[src/rrc_pkg.sv]
// Constants, types and register map of the readout range configuration block.
package rrc_pkg;

  localparam int unsigned ADDR_W        = 12;
  localparam int unsigned DATA_W        = 12;

  // Printed offsets are register indices; byte address is four times the index.
  localparam logic [7:0]  IDX_CONFIG    = 8'h19;
  localparam logic [7:0]  IDX_MAG_STAT  = 8'h40;
  localparam logic [ADDR_W-1:0] ADDR_CONFIG   = {2'h0, IDX_CONFIG, 2'h0};
  localparam logic [ADDR_W-1:0] ADDR_MAG_STAT = {2'h0, IDX_MAG_STAT, 2'h0};

  localparam logic [7:0]  CONFIG_RESET  = 8'h00;
  localparam int unsigned BIT_HIBERNATE = 0;
  localparam int unsigned BIT_Z_SKIP    = 1;
  localparam int unsigned BIT_Y_SKIP    = 2;
  localparam int unsigned BIT_X_SKIP    = 3;
  localparam int unsigned BIT_MAG_EN    = 4;
  localparam int unsigned BIT_MAG_BUSY  = 12;

  // Measurement result addresses walked by the burst sequencer.
  localparam logic [7:0]  ADDR_X_LOW    = 8'h04;
  localparam logic [7:0]  ADDR_Y_LOW    = 8'h06;
  localparam logic [7:0]  ADDR_Z_LOW    = 8'h08;
  localparam logic [7:0]  ADDR_MAG_LOW  = 8'h0a;

  localparam logic [1:0]  SRC_MAGNITUDE = 2'h1;
  localparam int unsigned ROOT_STEPS    = 12;
  localparam logic [23:0] ROOT_BIT_INIT = 24'h400000;
  localparam logic [3:0]  STEPS_LAST    = 4'hb;

  typedef enum logic [1:0] {
    RRC_IDLE   = 2'b00,
    RRC_SQUARE = 2'b01,
    RRC_ROOT   = 2'b11,
    RRC_DONE   = 2'b10
  } rrc_calc_state_t;

endpackage : rrc_pkg

[src/rrc_mag_if.sv]
// Interface between the configuration top and the magnitude calculator.
`timescale 1ns/100ps
interface rrc_mag_if;
  logic                     start;
  logic signed [11:0]       x;
  logic signed [11:0]       y;
  logic signed [11:0]       z;
  logic                     done;
  logic [11:0]              mag;
  modport ctrl (output start, output x, output y, output z, input done, input mag);
  modport calc (input start, input x, input y, input z, output done, output mag);
endinterface : rrc_mag_if

[src/rrc_magnitude.sv]
// Iterative square root of the sum of axis squares, twelve result bits.
`timescale 1ns/100ps
module rrc_magnitude
  import rrc_pkg::*;
(
  input  wire logic clk,
  input  wire logic rst_n,
  rrc_mag_if.calc   mif
);

  typedef struct packed {
    rrc_calc_state_t state;
    logic [23:0]     num;
    logic [23:0]     res;
    logic [23:0]     rbit;
    logic [3:0]      step;
    logic            done;
    logic [11:0]     mag;
  } rrc_mag_state_t;

  rrc_mag_state_t cur;
  rrc_mag_state_t next_cur;

  function automatic logic [23:0] rrc_square(input logic signed [11:0] v);
    logic signed [23:0] w;
    w = 24'(v);
    return 24'(w * w);
  endfunction : rrc_square

  always_comb begin
    next_cur = cur;
    next_cur.done = 1'b0;
    unique case (cur.state)
      RRC_IDLE: begin
        if (mif.start) begin
          next_cur.state = RRC_SQUARE;
        end
      end
      RRC_SQUARE: begin
        // Sum cannot exceed 3 * 2048^2, which fits the 24-bit radicand.
        next_cur.num   = rrc_square(mif.x) + rrc_square(mif.y) + rrc_square(mif.z);
        next_cur.res   = 24'h000000;
        next_cur.rbit  = ROOT_BIT_INIT;
        next_cur.step  = 4'h0;
        next_cur.state = RRC_ROOT;
      end
      RRC_ROOT: begin
        if (cur.num >= cur.res + cur.rbit) begin
          next_cur.num = cur.num - (cur.res + cur.rbit);
          next_cur.res = (cur.res >> 1) + cur.rbit;
        end else begin
          next_cur.res = cur.res >> 1;
        end
        next_cur.rbit = cur.rbit >> 2;
        next_cur.step = cur.step + 4'h1;
        if (cur.step == STEPS_LAST) begin
          next_cur.state = RRC_DONE;
        end
      end
      RRC_DONE: begin
        next_cur.mag   = cur.res[11:0];
        next_cur.done  = 1'b1;
        next_cur.state = RRC_IDLE;
      end
    endcase
  end

  always_ff @(posedge clk) begin
    if (!rst_n) begin
      cur <= '0;
    end else begin
      cur <= next_cur;
    end
  end

  assign mif.done = cur.done;
  assign mif.mag  = cur.mag;

endmodule : rrc_magnitude

[src/rrc_readout_config.sv]
// Readout range configuration: APB register, burst address sequencer, magnitude control.
`timescale 1ns/100ps
module rrc_readout_config
  import rrc_pkg::*;
(
  input  wire logic                     clk,
  input  wire logic                     rst_n,
  input  wire logic                     psel,
  input  wire logic                     penable,
  input  wire logic                     pwrite,
  input  wire logic [ADDR_W-1:0]        paddr,
  input  wire logic [31:0]              pwdata,
  output logic [31:0]                   prdata,
  output logic                          pready,
  output logic                          pslverr,
  input  wire logic                     odrTick,
  input  wire logic signed [DATA_W-1:0] xData,
  input  wire logic signed [DATA_W-1:0] yData,
  input  wire logic signed [DATA_W-1:0] zData,
  input  wire logic                     burstStart,
  input  wire logic [7:0]               burstAddr,
  input  wire logic                     burstAdvance,
  output logic [7:0]                    seqAddr,
  input  wire logic [1:0]               detectorSource,
  output logic [DATA_W-1:0]             detectorInput,
  output logic [DATA_W-1:0]             magnitude,
  output logic                          magnitudeValid,
  output logic                          magnitudeEnable,
  output logic                          hibernateRequest
);

  typedef struct packed {
    logic [7:0]        cfg;
    logic [31:0]       rdata;
    logic              ready;
    logic              err;
    logic [7:0]        addr;
    logic              skipX;
    logic              skipY;
    logic              skipZ;
    logic              skipMag;
    logic              start;
    logic              busy;
    logic [DATA_W-1:0] mag;
    logic              magValid;
    logic [DATA_W-1:0] detIn;
  } rrc_top_state_t;

  rrc_top_state_t cur;
  rrc_top_state_t next_cur;

  rrc_mag_if mif ();

  rrc_magnitude u_magnitude (
    .clk   (clk),
    .rst_n (rst_n),
    .mif   (mif)
  );

  // True when the address is one of the two bytes of a result that is skipped.
  function automatic logic rrc_skipped(input logic [7:0] a, input logic sx, input logic sy,
                                       input logic sz, input logic sm);
    logic [7:0] base;
    base = {a[7:1], 1'b0};
    return (sx && base == ADDR_X_LOW) || (sy && base == ADDR_Y_LOW) ||
           (sz && base == ADDR_Z_LOW) || (sm && base == ADDR_MAG_LOW);
  endfunction : rrc_skipped

  // Skipped results come in pairs of bytes, so eight steps cover all four results.
  function automatic logic [7:0] rrc_next_addr(input logic [7:0] a, input logic sx,
                                               input logic sy, input logic sz, input logic sm);
    logic [7:0] n;
    n = a + 8'h01;
    for (int i = 0; i < 8; i++) begin
      if (rrc_skipped(n, sx, sy, sz, sm)) begin
        n = n + 8'h01;
      end
    end
    return n;
  endfunction : rrc_next_addr

  always_comb begin
    logic setup;
    logic access;
    logic cfgHit;
    logic statHit;
    logic sx;
    logic sy;
    logic sz;
    logic sm;
    sx      = 1'b0;
    sy      = 1'b0;
    sz      = 1'b0;
    sm      = 1'b0;
    setup   = psel && !penable;
    access  = psel && penable && cur.ready;
    cfgHit  = paddr == ADDR_CONFIG;
    statHit = paddr == ADDR_MAG_STAT;
    next_cur = cur;
    next_cur.start    = 1'b0;
    next_cur.magValid = 1'b0;

    // One wait-free access phase; unmapped addresses answer with an error.
    next_cur.ready = setup;
    if (setup) begin
      next_cur.err   = !(cfgHit || statHit) || (statHit && pwrite);
      next_cur.rdata = 32'h00000000;
      if (cfgHit) begin
        next_cur.rdata[7:0] = cur.cfg;
      end else if (statHit) begin
        next_cur.rdata[DATA_W-1:0] = cur.mag;
        next_cur.rdata[BIT_MAG_BUSY] = cur.busy;
      end
    end else begin
      next_cur.err = 1'b0;
    end
    if (access && pwrite && cfgHit) begin
      next_cur.cfg = pwdata[7:0];
    end

    // Skip settings are sampled only when a burst begins, never in mid-burst.
    if (burstStart) begin
      sx = cur.cfg[BIT_X_SKIP];
      sy = cur.cfg[BIT_Y_SKIP];
      sz = cur.cfg[BIT_Z_SKIP];
      sm = !cur.cfg[BIT_MAG_EN];
      next_cur.skipX   = sx;
      next_cur.skipY   = sy;
      next_cur.skipZ   = sz;
      next_cur.skipMag = sm;
      if (rrc_skipped(burstAddr, sx, sy, sz, sm)) begin
        next_cur.addr = rrc_next_addr(burstAddr, sx, sy, sz, sm);
      end else begin
        next_cur.addr = burstAddr;
      end
    end else if (burstAdvance) begin
      next_cur.addr = rrc_next_addr(cur.addr, cur.skipX, cur.skipY, cur.skipZ, cur.skipMag);
    end

    // A tick that lands while a calculation runs is dropped rather than queued.
    if (odrTick && cur.cfg[BIT_MAG_EN] && !cur.busy) begin
      next_cur.start = 1'b1;
      next_cur.busy  = 1'b1;
    end
    if (!cur.cfg[BIT_MAG_EN] && !cur.busy) begin
      next_cur.start = 1'b0;
    end
    if (mif.done) begin
      next_cur.busy     = 1'b0;
      next_cur.mag      = mif.mag;
      next_cur.magValid = 1'b1;
    end

    if (detectorSource == SRC_MAGNITUDE) begin
      next_cur.detIn = cur.mag;
    end else begin
      next_cur.detIn = 12'(xData);
    end
  end

  always_ff @(posedge clk) begin
    if (!rst_n) begin
      cur     <= '0;
      cur.cfg <= CONFIG_RESET;
      // An advance before any start must still skip the magnitude bytes of a reset config.
      cur.skipMag <= !CONFIG_RESET[BIT_MAG_EN];
    end else begin
      cur <= next_cur;
    end
  end

  // Axis samples are held by the data path for the whole calculation window.
  assign mif.start = cur.start;
  assign mif.x     = xData;
  assign mif.y     = yData;
  assign mif.z     = zData;

  assign prdata           = cur.rdata;
  assign pready           = cur.ready;
  assign pslverr          = cur.err;
  assign seqAddr          = cur.addr;
  assign detectorInput    = cur.detIn;
  assign magnitude        = cur.mag;
  assign magnitudeValid   = cur.magValid;
  assign magnitudeEnable  = cur.cfg[BIT_MAG_EN];
  assign hibernateRequest = cur.cfg[BIT_HIBERNATE];

endmodule : rrc_readout_config

[config.mk]
export PLATFORM = sky130hd
export DESIGN_NAME = rrc_readout_config
export DESIGN_NICKNAME = d
export VERILOG_FILES = /design/src/rrc_pkg.sv /design/src/rrc_mag_if.sv /design/src/rrc_magnitude.sv /design/src/rrc_readout_config.sv
export SDC_FILE = /design/constraint.sdc
export NUM_CORES = 1
export LEC_CHECK = 0
export BUFFER_PORTS_ARGS = -buffer_cell sky130_fd_sc_hd__buf_2
export CAP_MARGIN = 20
export CORE_MARGIN = 2
export CORE_UTILIZATION = 64
export CTS_BUF_LIST = sky130_fd_sc_hd__clkbuf_16
export DETAILED_ROUTE_END_ITERATION = 6
export PLACE_DENSITY = 0.8
export SYNTH_ARGS = -nofsm -noshare
export SYNTH_HDL_FRONTEND = slang
export SYNTH_HIERARCHICAL = 1
export SYNTH_SLANG_ARGS = --single-unit
[constraint.sdc]
create_clock -name clk -period 9.7 [get_ports clk]
set_clock_uncertainty 0.05 [all_clocks]
set_input_delay 0.97 -clock clk [delete_from_list [all_inputs] [get_ports clk]]
set_output_delay 0.97 -clock clk [all_outputs]
set_load 0.03 [all_outputs]
==> out/metrics.cfg, run 1 <==
[status]
status=completed

[critical_path]
critPathRequiredTime_ns=9.98
worstSetupPathType=input port to flip-flop
critPathMaxFanout=14
critPathMaxStageDelay_ns=0.55
crit_arrival_ns=9.31
start_kind=input port
cpMaxStageDelayCell=mux2i_1
endpoint_kind=flip-flop

[logic_synthesis]
synth.distinct_cells=115
seq_area_frac_synth_pct=10.4
synth_flop_cell=dfxtp_1
synth.avg_cell_area_um2=8.62
ys_seq_elements=141
synth-edff-count=0
synthCells=3135
async_flop_share_pct=0
yosys_warnings=6
synth_area_um2=27000

[timing]
tightest_slew_ns=1.10
slew_violations=0
setup_tns_ns=0
clock.fmax_mhz=111
rsz0062_at_grt=false
period_share_pct=93.2
final-hold-violation-count=0
slew_headroom_pct=26.8
holdWs_ns=0.408
setup_violations=0
finalCriticalPeriod_ns=9.04

[cells_and_area]
layout-drive-gt1-share_pct=7.81
layout.nets=3858
diodes=0
final_common_cell=inv_1
area_growth_pct=3.87
most-common-layout-cells=inv_1 (604), fa_1 (438), nand2_1 (328)
fin_util_pct=67.1
final_area_um2=28100

[floorplan]
io_pins=167
die_w_um=209
std_cell_rows=75
coreArea_um2=41900
initial_core_util_pct=64.6
die-area_um2=43900
die_h_um=209

[drt]
wl_per_cell_um=17.0
remaining_drc_errors=0
routed_wl_mm=62.4
via_count=21000
viasPerCell=5.70
drt_pass1_iterations=7
ant_nets=0
first_iter_violations=1376

[place]
dpl-instance-area_um2=27400
port_buffers=123
detailed_place_hpwl_mm=52.2
gp_congestion=0.918

[cts]
clk_pin_slew_ns=0.07
cts_hold_buf=0
cts_buffers=17
clkLatencyLatePin_ns=0.44
cts-root-buf=clkbuf_16
cts_tree=yes
clock-sinks=141
h-tree-depth=4
clock_path_buffers=2

[global_routing]
antenna_found_initial=2
grt_pass1_wl_mm=107
grt_overflow=0
grt_max_degree=89
grt_pass1_vias=22000
track_usage_pct=29.7

[hold_path]
holdCritPathClass=flip-flop to flip-flop

[flow_run]
max_cap_viol_count=0

-- layout make-up --
type,count,area [um2]
flip-flops and latches,141,2820
clock buffers,17,425
inverters,606,2270
clock inverters,15,188
well taps,539,674
multi-input cells,2222,21000
repair buffers,136,713
fillers,3344,13800
-- metal layers --
layer  GRT usage (%)  routed length (um)
met1            38.1               25900
met2            51.7               30800
met3            3.83                3190
met4            11.3                2460
met5               0                  16
-- synth_stat cells (10+ instances only) --
cell | count | area [um2]
o21ai_0 | 110 | 551
xor2_1 | 46 | 403
nand4_1 | 12 | 75.1
ha_1 | 198 | 2480
o22ai_1 | 11 | 68.8
buf_2 | 10 | 50.1
nor3_1 | 31 | 155
nand2b_1 | 31 | 194
buf_4 | 81 | 608
or3_1 | 11 | 68.8
xnor2_1 | 86 | 753
o21ai_1 | 17 | 85.1
nor2_1 | 149 | 559
and2_1 | 120 | 751
a21oi_1 | 93 | 465
inv_1 | 604 | 2270
a31oi_1 | 33 | 206
clkbuf_1 | 85 | 319
nor2b_1 | 59 | 369
o21a_1 | 14 | 105
mux2i_1 | 55 | 551
dfxtp_1 | 141 | 2820
o21bai_1 | 11 | 82.6
a21o_1 | 23 | 173
nand2_1 | 328 | 1230
nor4_1 | 11 | 68.8
o211ai_1 | 18 | 135
a21boi_0 | 18 | 135
nand3_1 | 47 | 235
a211oi_1 | 14 | 105
and3_1 | 14 | 87.6
o31ai_1 | 15 | 113
fa_1 | 438 | 8770
-- worst paths after layout --
kind | start | slack [ns] | cells after the start | end
min | u_magnitude/mif.mag[6]$_SDFFE_PN0P_ | 0.41 | 2 | u_magnitude/mif.mag[6]$_SDFFE_PN0P_
max reg2reg | seqAddr[0]$_SDFFE_PN0P_ | 0.91 | 34 | seqAddr[1]$_SDFFE_PN0P_
max | burstAddr[0] | 0.66 | 34 | seqAddr[1]$_SDFFE_PN0P_
min reg2reg | u_magnitude/mif.mag[6]$_SDFFE_PN0P_ | 0.41 | 2 | u_magnitude/mif.mag[6]$_SDFFE_PN0P_
-- state kept, by name, summed over array words and instances (netlist names) --
signal / cells
u_magnitude/cur: 66
prdata: 13
detectorInput: 12
magnitude: 12
u_magnitude/mif.mag: 12
cur: 11
seqAddr: 8
hibernateRequest: 1
magnitudeEnable: 1
magnitudeValid: 1
mif.start: 1
pready: 1
pslverr: 1
u_magnitude/mif.done: 1
-- kinds of logic (layout without fill, tap and decap cells) --
group | count (synthesis) | after routing | synth area share (%)
flip-flops | 141 | 141 | 10.4
other | 2 | 20 | 0.0278
AND/OR/NAND/NOR | 866 | 866 | 15.7
adder cells (fa/ha/maj) | 637 | 637 | 41.7
XOR/XNOR | 134 | 134 | 4.40
multiplexers | 68 | 68 | 2.66
buffers and inverters | 790 | 774 | 12.3
AO/OA/AOI/OAI | 497 | 497 | 12.8
-- per-stage QoR --
stage          setup WS [ns]  instances
2_1_floorplan           1.27       3153
3_3_place_gp           0.583       3644
3_5_place_dp           0.321       3644
4_1_cts                0.685       3676
5_1_grt               0.0587       3676
6_report               0.662       3676
-- worst max-delay path, delay by kind of cell --
kind	cells	cell delay (ns)
muxes	7	2.36
xor gates and xnor gates	1	0.17
and+or+nand+nor	9	1.57
buffers and inverters	4	0.58
AOI/OAI and AO/OA	9	2.10
adders and majority gates	4	1.52
-- timing repair --
item / in CTS / in global routing
endpoints found under the setup margin: 0 / 4
setup buffers: 0 / 0
gates resized for setup: 0 / 5
Power of run 1 is left out: the tool's default activity adds up to more than one toggle a clock period on the data nets, which glitch-free logic cannot reach.
==> inputs of run 2 (changes only) <==
- CORE_UTILIZATION: 64 -> 55
- PLACE_DENSITY: 0.8 -> 0.7
==> run 2 against run 1 <==
  * Die area up 16%
  * Setup slack worse by 0.016 ns
  * Count of clock-buffer cells in the layout unchanged
  * Hold slack better by 0.00064 ns
  * Sequential cell count unchanged
  * Largest cell class unchanged
  * Highest routed layer is now met4
==> out/metrics.cfg, run 2 (same netlist as run 1, synthesis figures left out) <==
[drt]
wl_per_cell_um=16.5
remaining_drc_errors=0
viasPerCell=5.42
routed_wl_mm=62.8
drt_pass1_iterations=5
first_iter_violations=916
via_count=20600
ant_nets=0

[hold_path]
holdCritPathClass=flip-flop to flip-flop
min-delay-start=u_magnitude/mif.mag[4]$_SDFFE_PN0P_

[cts]
cts_buffers=17
cts_tree=yes
cts_hold_buf=0
h-tree-depth=4
cts-root-buf=clkbuf_16
clk_pin_slew_ns=0.06
clkLatencyLatePin_ns=0.43
clock-sinks=141
clock_path_buffers=2
cts_resized=0
cts_setup_buffers=0

[global_routing]
grt_overflow=0
track_usage_pct=26.0
grt_pass1_vias=21800
antenna_found_initial=1
grt_max_degree=89
grt_pass1_wl_mm=107

[cells_and_area]
most-common-layout-cells=inv_1 (605), fa_1 (438), nand2_1 (328)
register_area_um2=2820
largest_reg_flops=66
multiInputGateArea_um2=21000
final_area_um2=28200
final_common_cell=inv_1
layout.nets=3859
nFillCells=4345
area_growth_pct=4.35
largest_register=u_magnitude/cur
layout-drive-gt1-share_pct=7.74

[timing]
setup_tns_ns=0
setup_ws_ns=0.646
rsz0062_at_grt=false
holdWs_ns=0.409
final-hold-violation-count=0
clock.fmax_mhz=110
slew_headroom_pct=23.0
slew_violations=0
tightest_slew_ns=1.15
setup_violations=0
finalCriticalPeriod_ns=9.05
period_share_pct=93.3

[critical_path]
startpoint=burstAddr[0]
crit_arrival_ns=9.32
critPathMaxFanout=17
timing.critical_path.buf_inv=4
endpoint_kind=flip-flop
r2r_start=seqAddr[0]$_SDFFE_PN0P_
critPathMaxStageDelay_ns=0.54
start_kind=input port
cpMaxStageDelayCell=mux2i_1
worstSetupPathType=input port to flip-flop
critPathRequiredTime_ns=9.96
crit_family=multiplexers

[floorplan]
die_w_um=226
io_pins=167
die-area_um2=50900
die_h_um=226
coreArea_um2=48700
std_cell_rows=81
initial_core_util_pct=55.4

[place]
dpl-instance-area_um2=27600
gp_congestion=0.904
port_buffers=123
detailed_place_hpwl_mm=53.1
dp_slack_ns=0.347

[status]
status=completed

[flow_run]
max_cap_viol_count=0

[run 2: cell count changes in the layout (fill, tap and decap cells not counted), sizes merged]
| cell | before | now |
|---|---|---|
| buf | 136 | 137 |
| inv | 613 | 610 |
| clkinv | 7 | 6 |
| diode | 0 | 1 |
| clkinvlp | 1 | 3 |
| bufinv | 0 | 2 |
[run 2: worst paths after layout]
check | to | slack, ns | depth (start not counted)
max reg2reg | seqAddr[1]$_SDFFE_PN0P_ | 0.77 | 33
max | seqAddr[1]$_SDFFE_PN0P_ | 0.65 | 34
min | u_magnitude/mif.mag[4]$_SDFFE_PN0P_ | 0.41 | 2
min reg2reg | u_magnitude/mif.mag[4]$_SDFFE_PN0P_ | 0.41 | 2
[run 2: layout make-up]
type                       count  area share, %
antenna                        1        0.00888
clock buffer                  17           1.51
tap                          664           2.95
inverter                     606           8.07
timing repair buffer         137           2.56
multi-input combinational   2222           74.3
sequential                   141           10.0
clock inverter                15          0.577
[run 2: worst reg2reg max path: cells and delay by family, from the launching register on]
| kind | cells | cell delay, ns |
|---|---|---|
| flops | 1 | 0.61 |
| compound gates | 11 | 2.06 |
| buf+inv | 2 | 0.38 |
| xor+xnor | 1 | 0.17 |
| simple gates | 13 | 3.35 |
| mux | 2 | 0.71 |
| fa+ha+maj | 4 | 1.46 |
[run 2: per-stage QoR]
| step | instances | utilization [%] |
|---|---|---|
| finish | 3803 | 57.8 |
| global route | 3803 | 57.8 |
| CTS | 3802 | 57.8 |
| detailed placement | 3770 | 56.6 |
| global placement | 3770 | 56.6 |
| floorplan | 3153 | - |
[run 2: per-layer routing]
| metal | vias up | global-route usage [%] | share of wire (%) |
|---|---|---|---|
| li1 | 9887 | - | - |
| met1 | 10200 | 34.0 | 44 |
| met2 | 447 | 44.7 | 49 |
| met3 | 111 | 2.75 | 3.7 |
| met4 | 0 | 9.61 | 3.3 |
| met5 | - | 0 | 0 |
Power of run 2 is left out for the same reason.
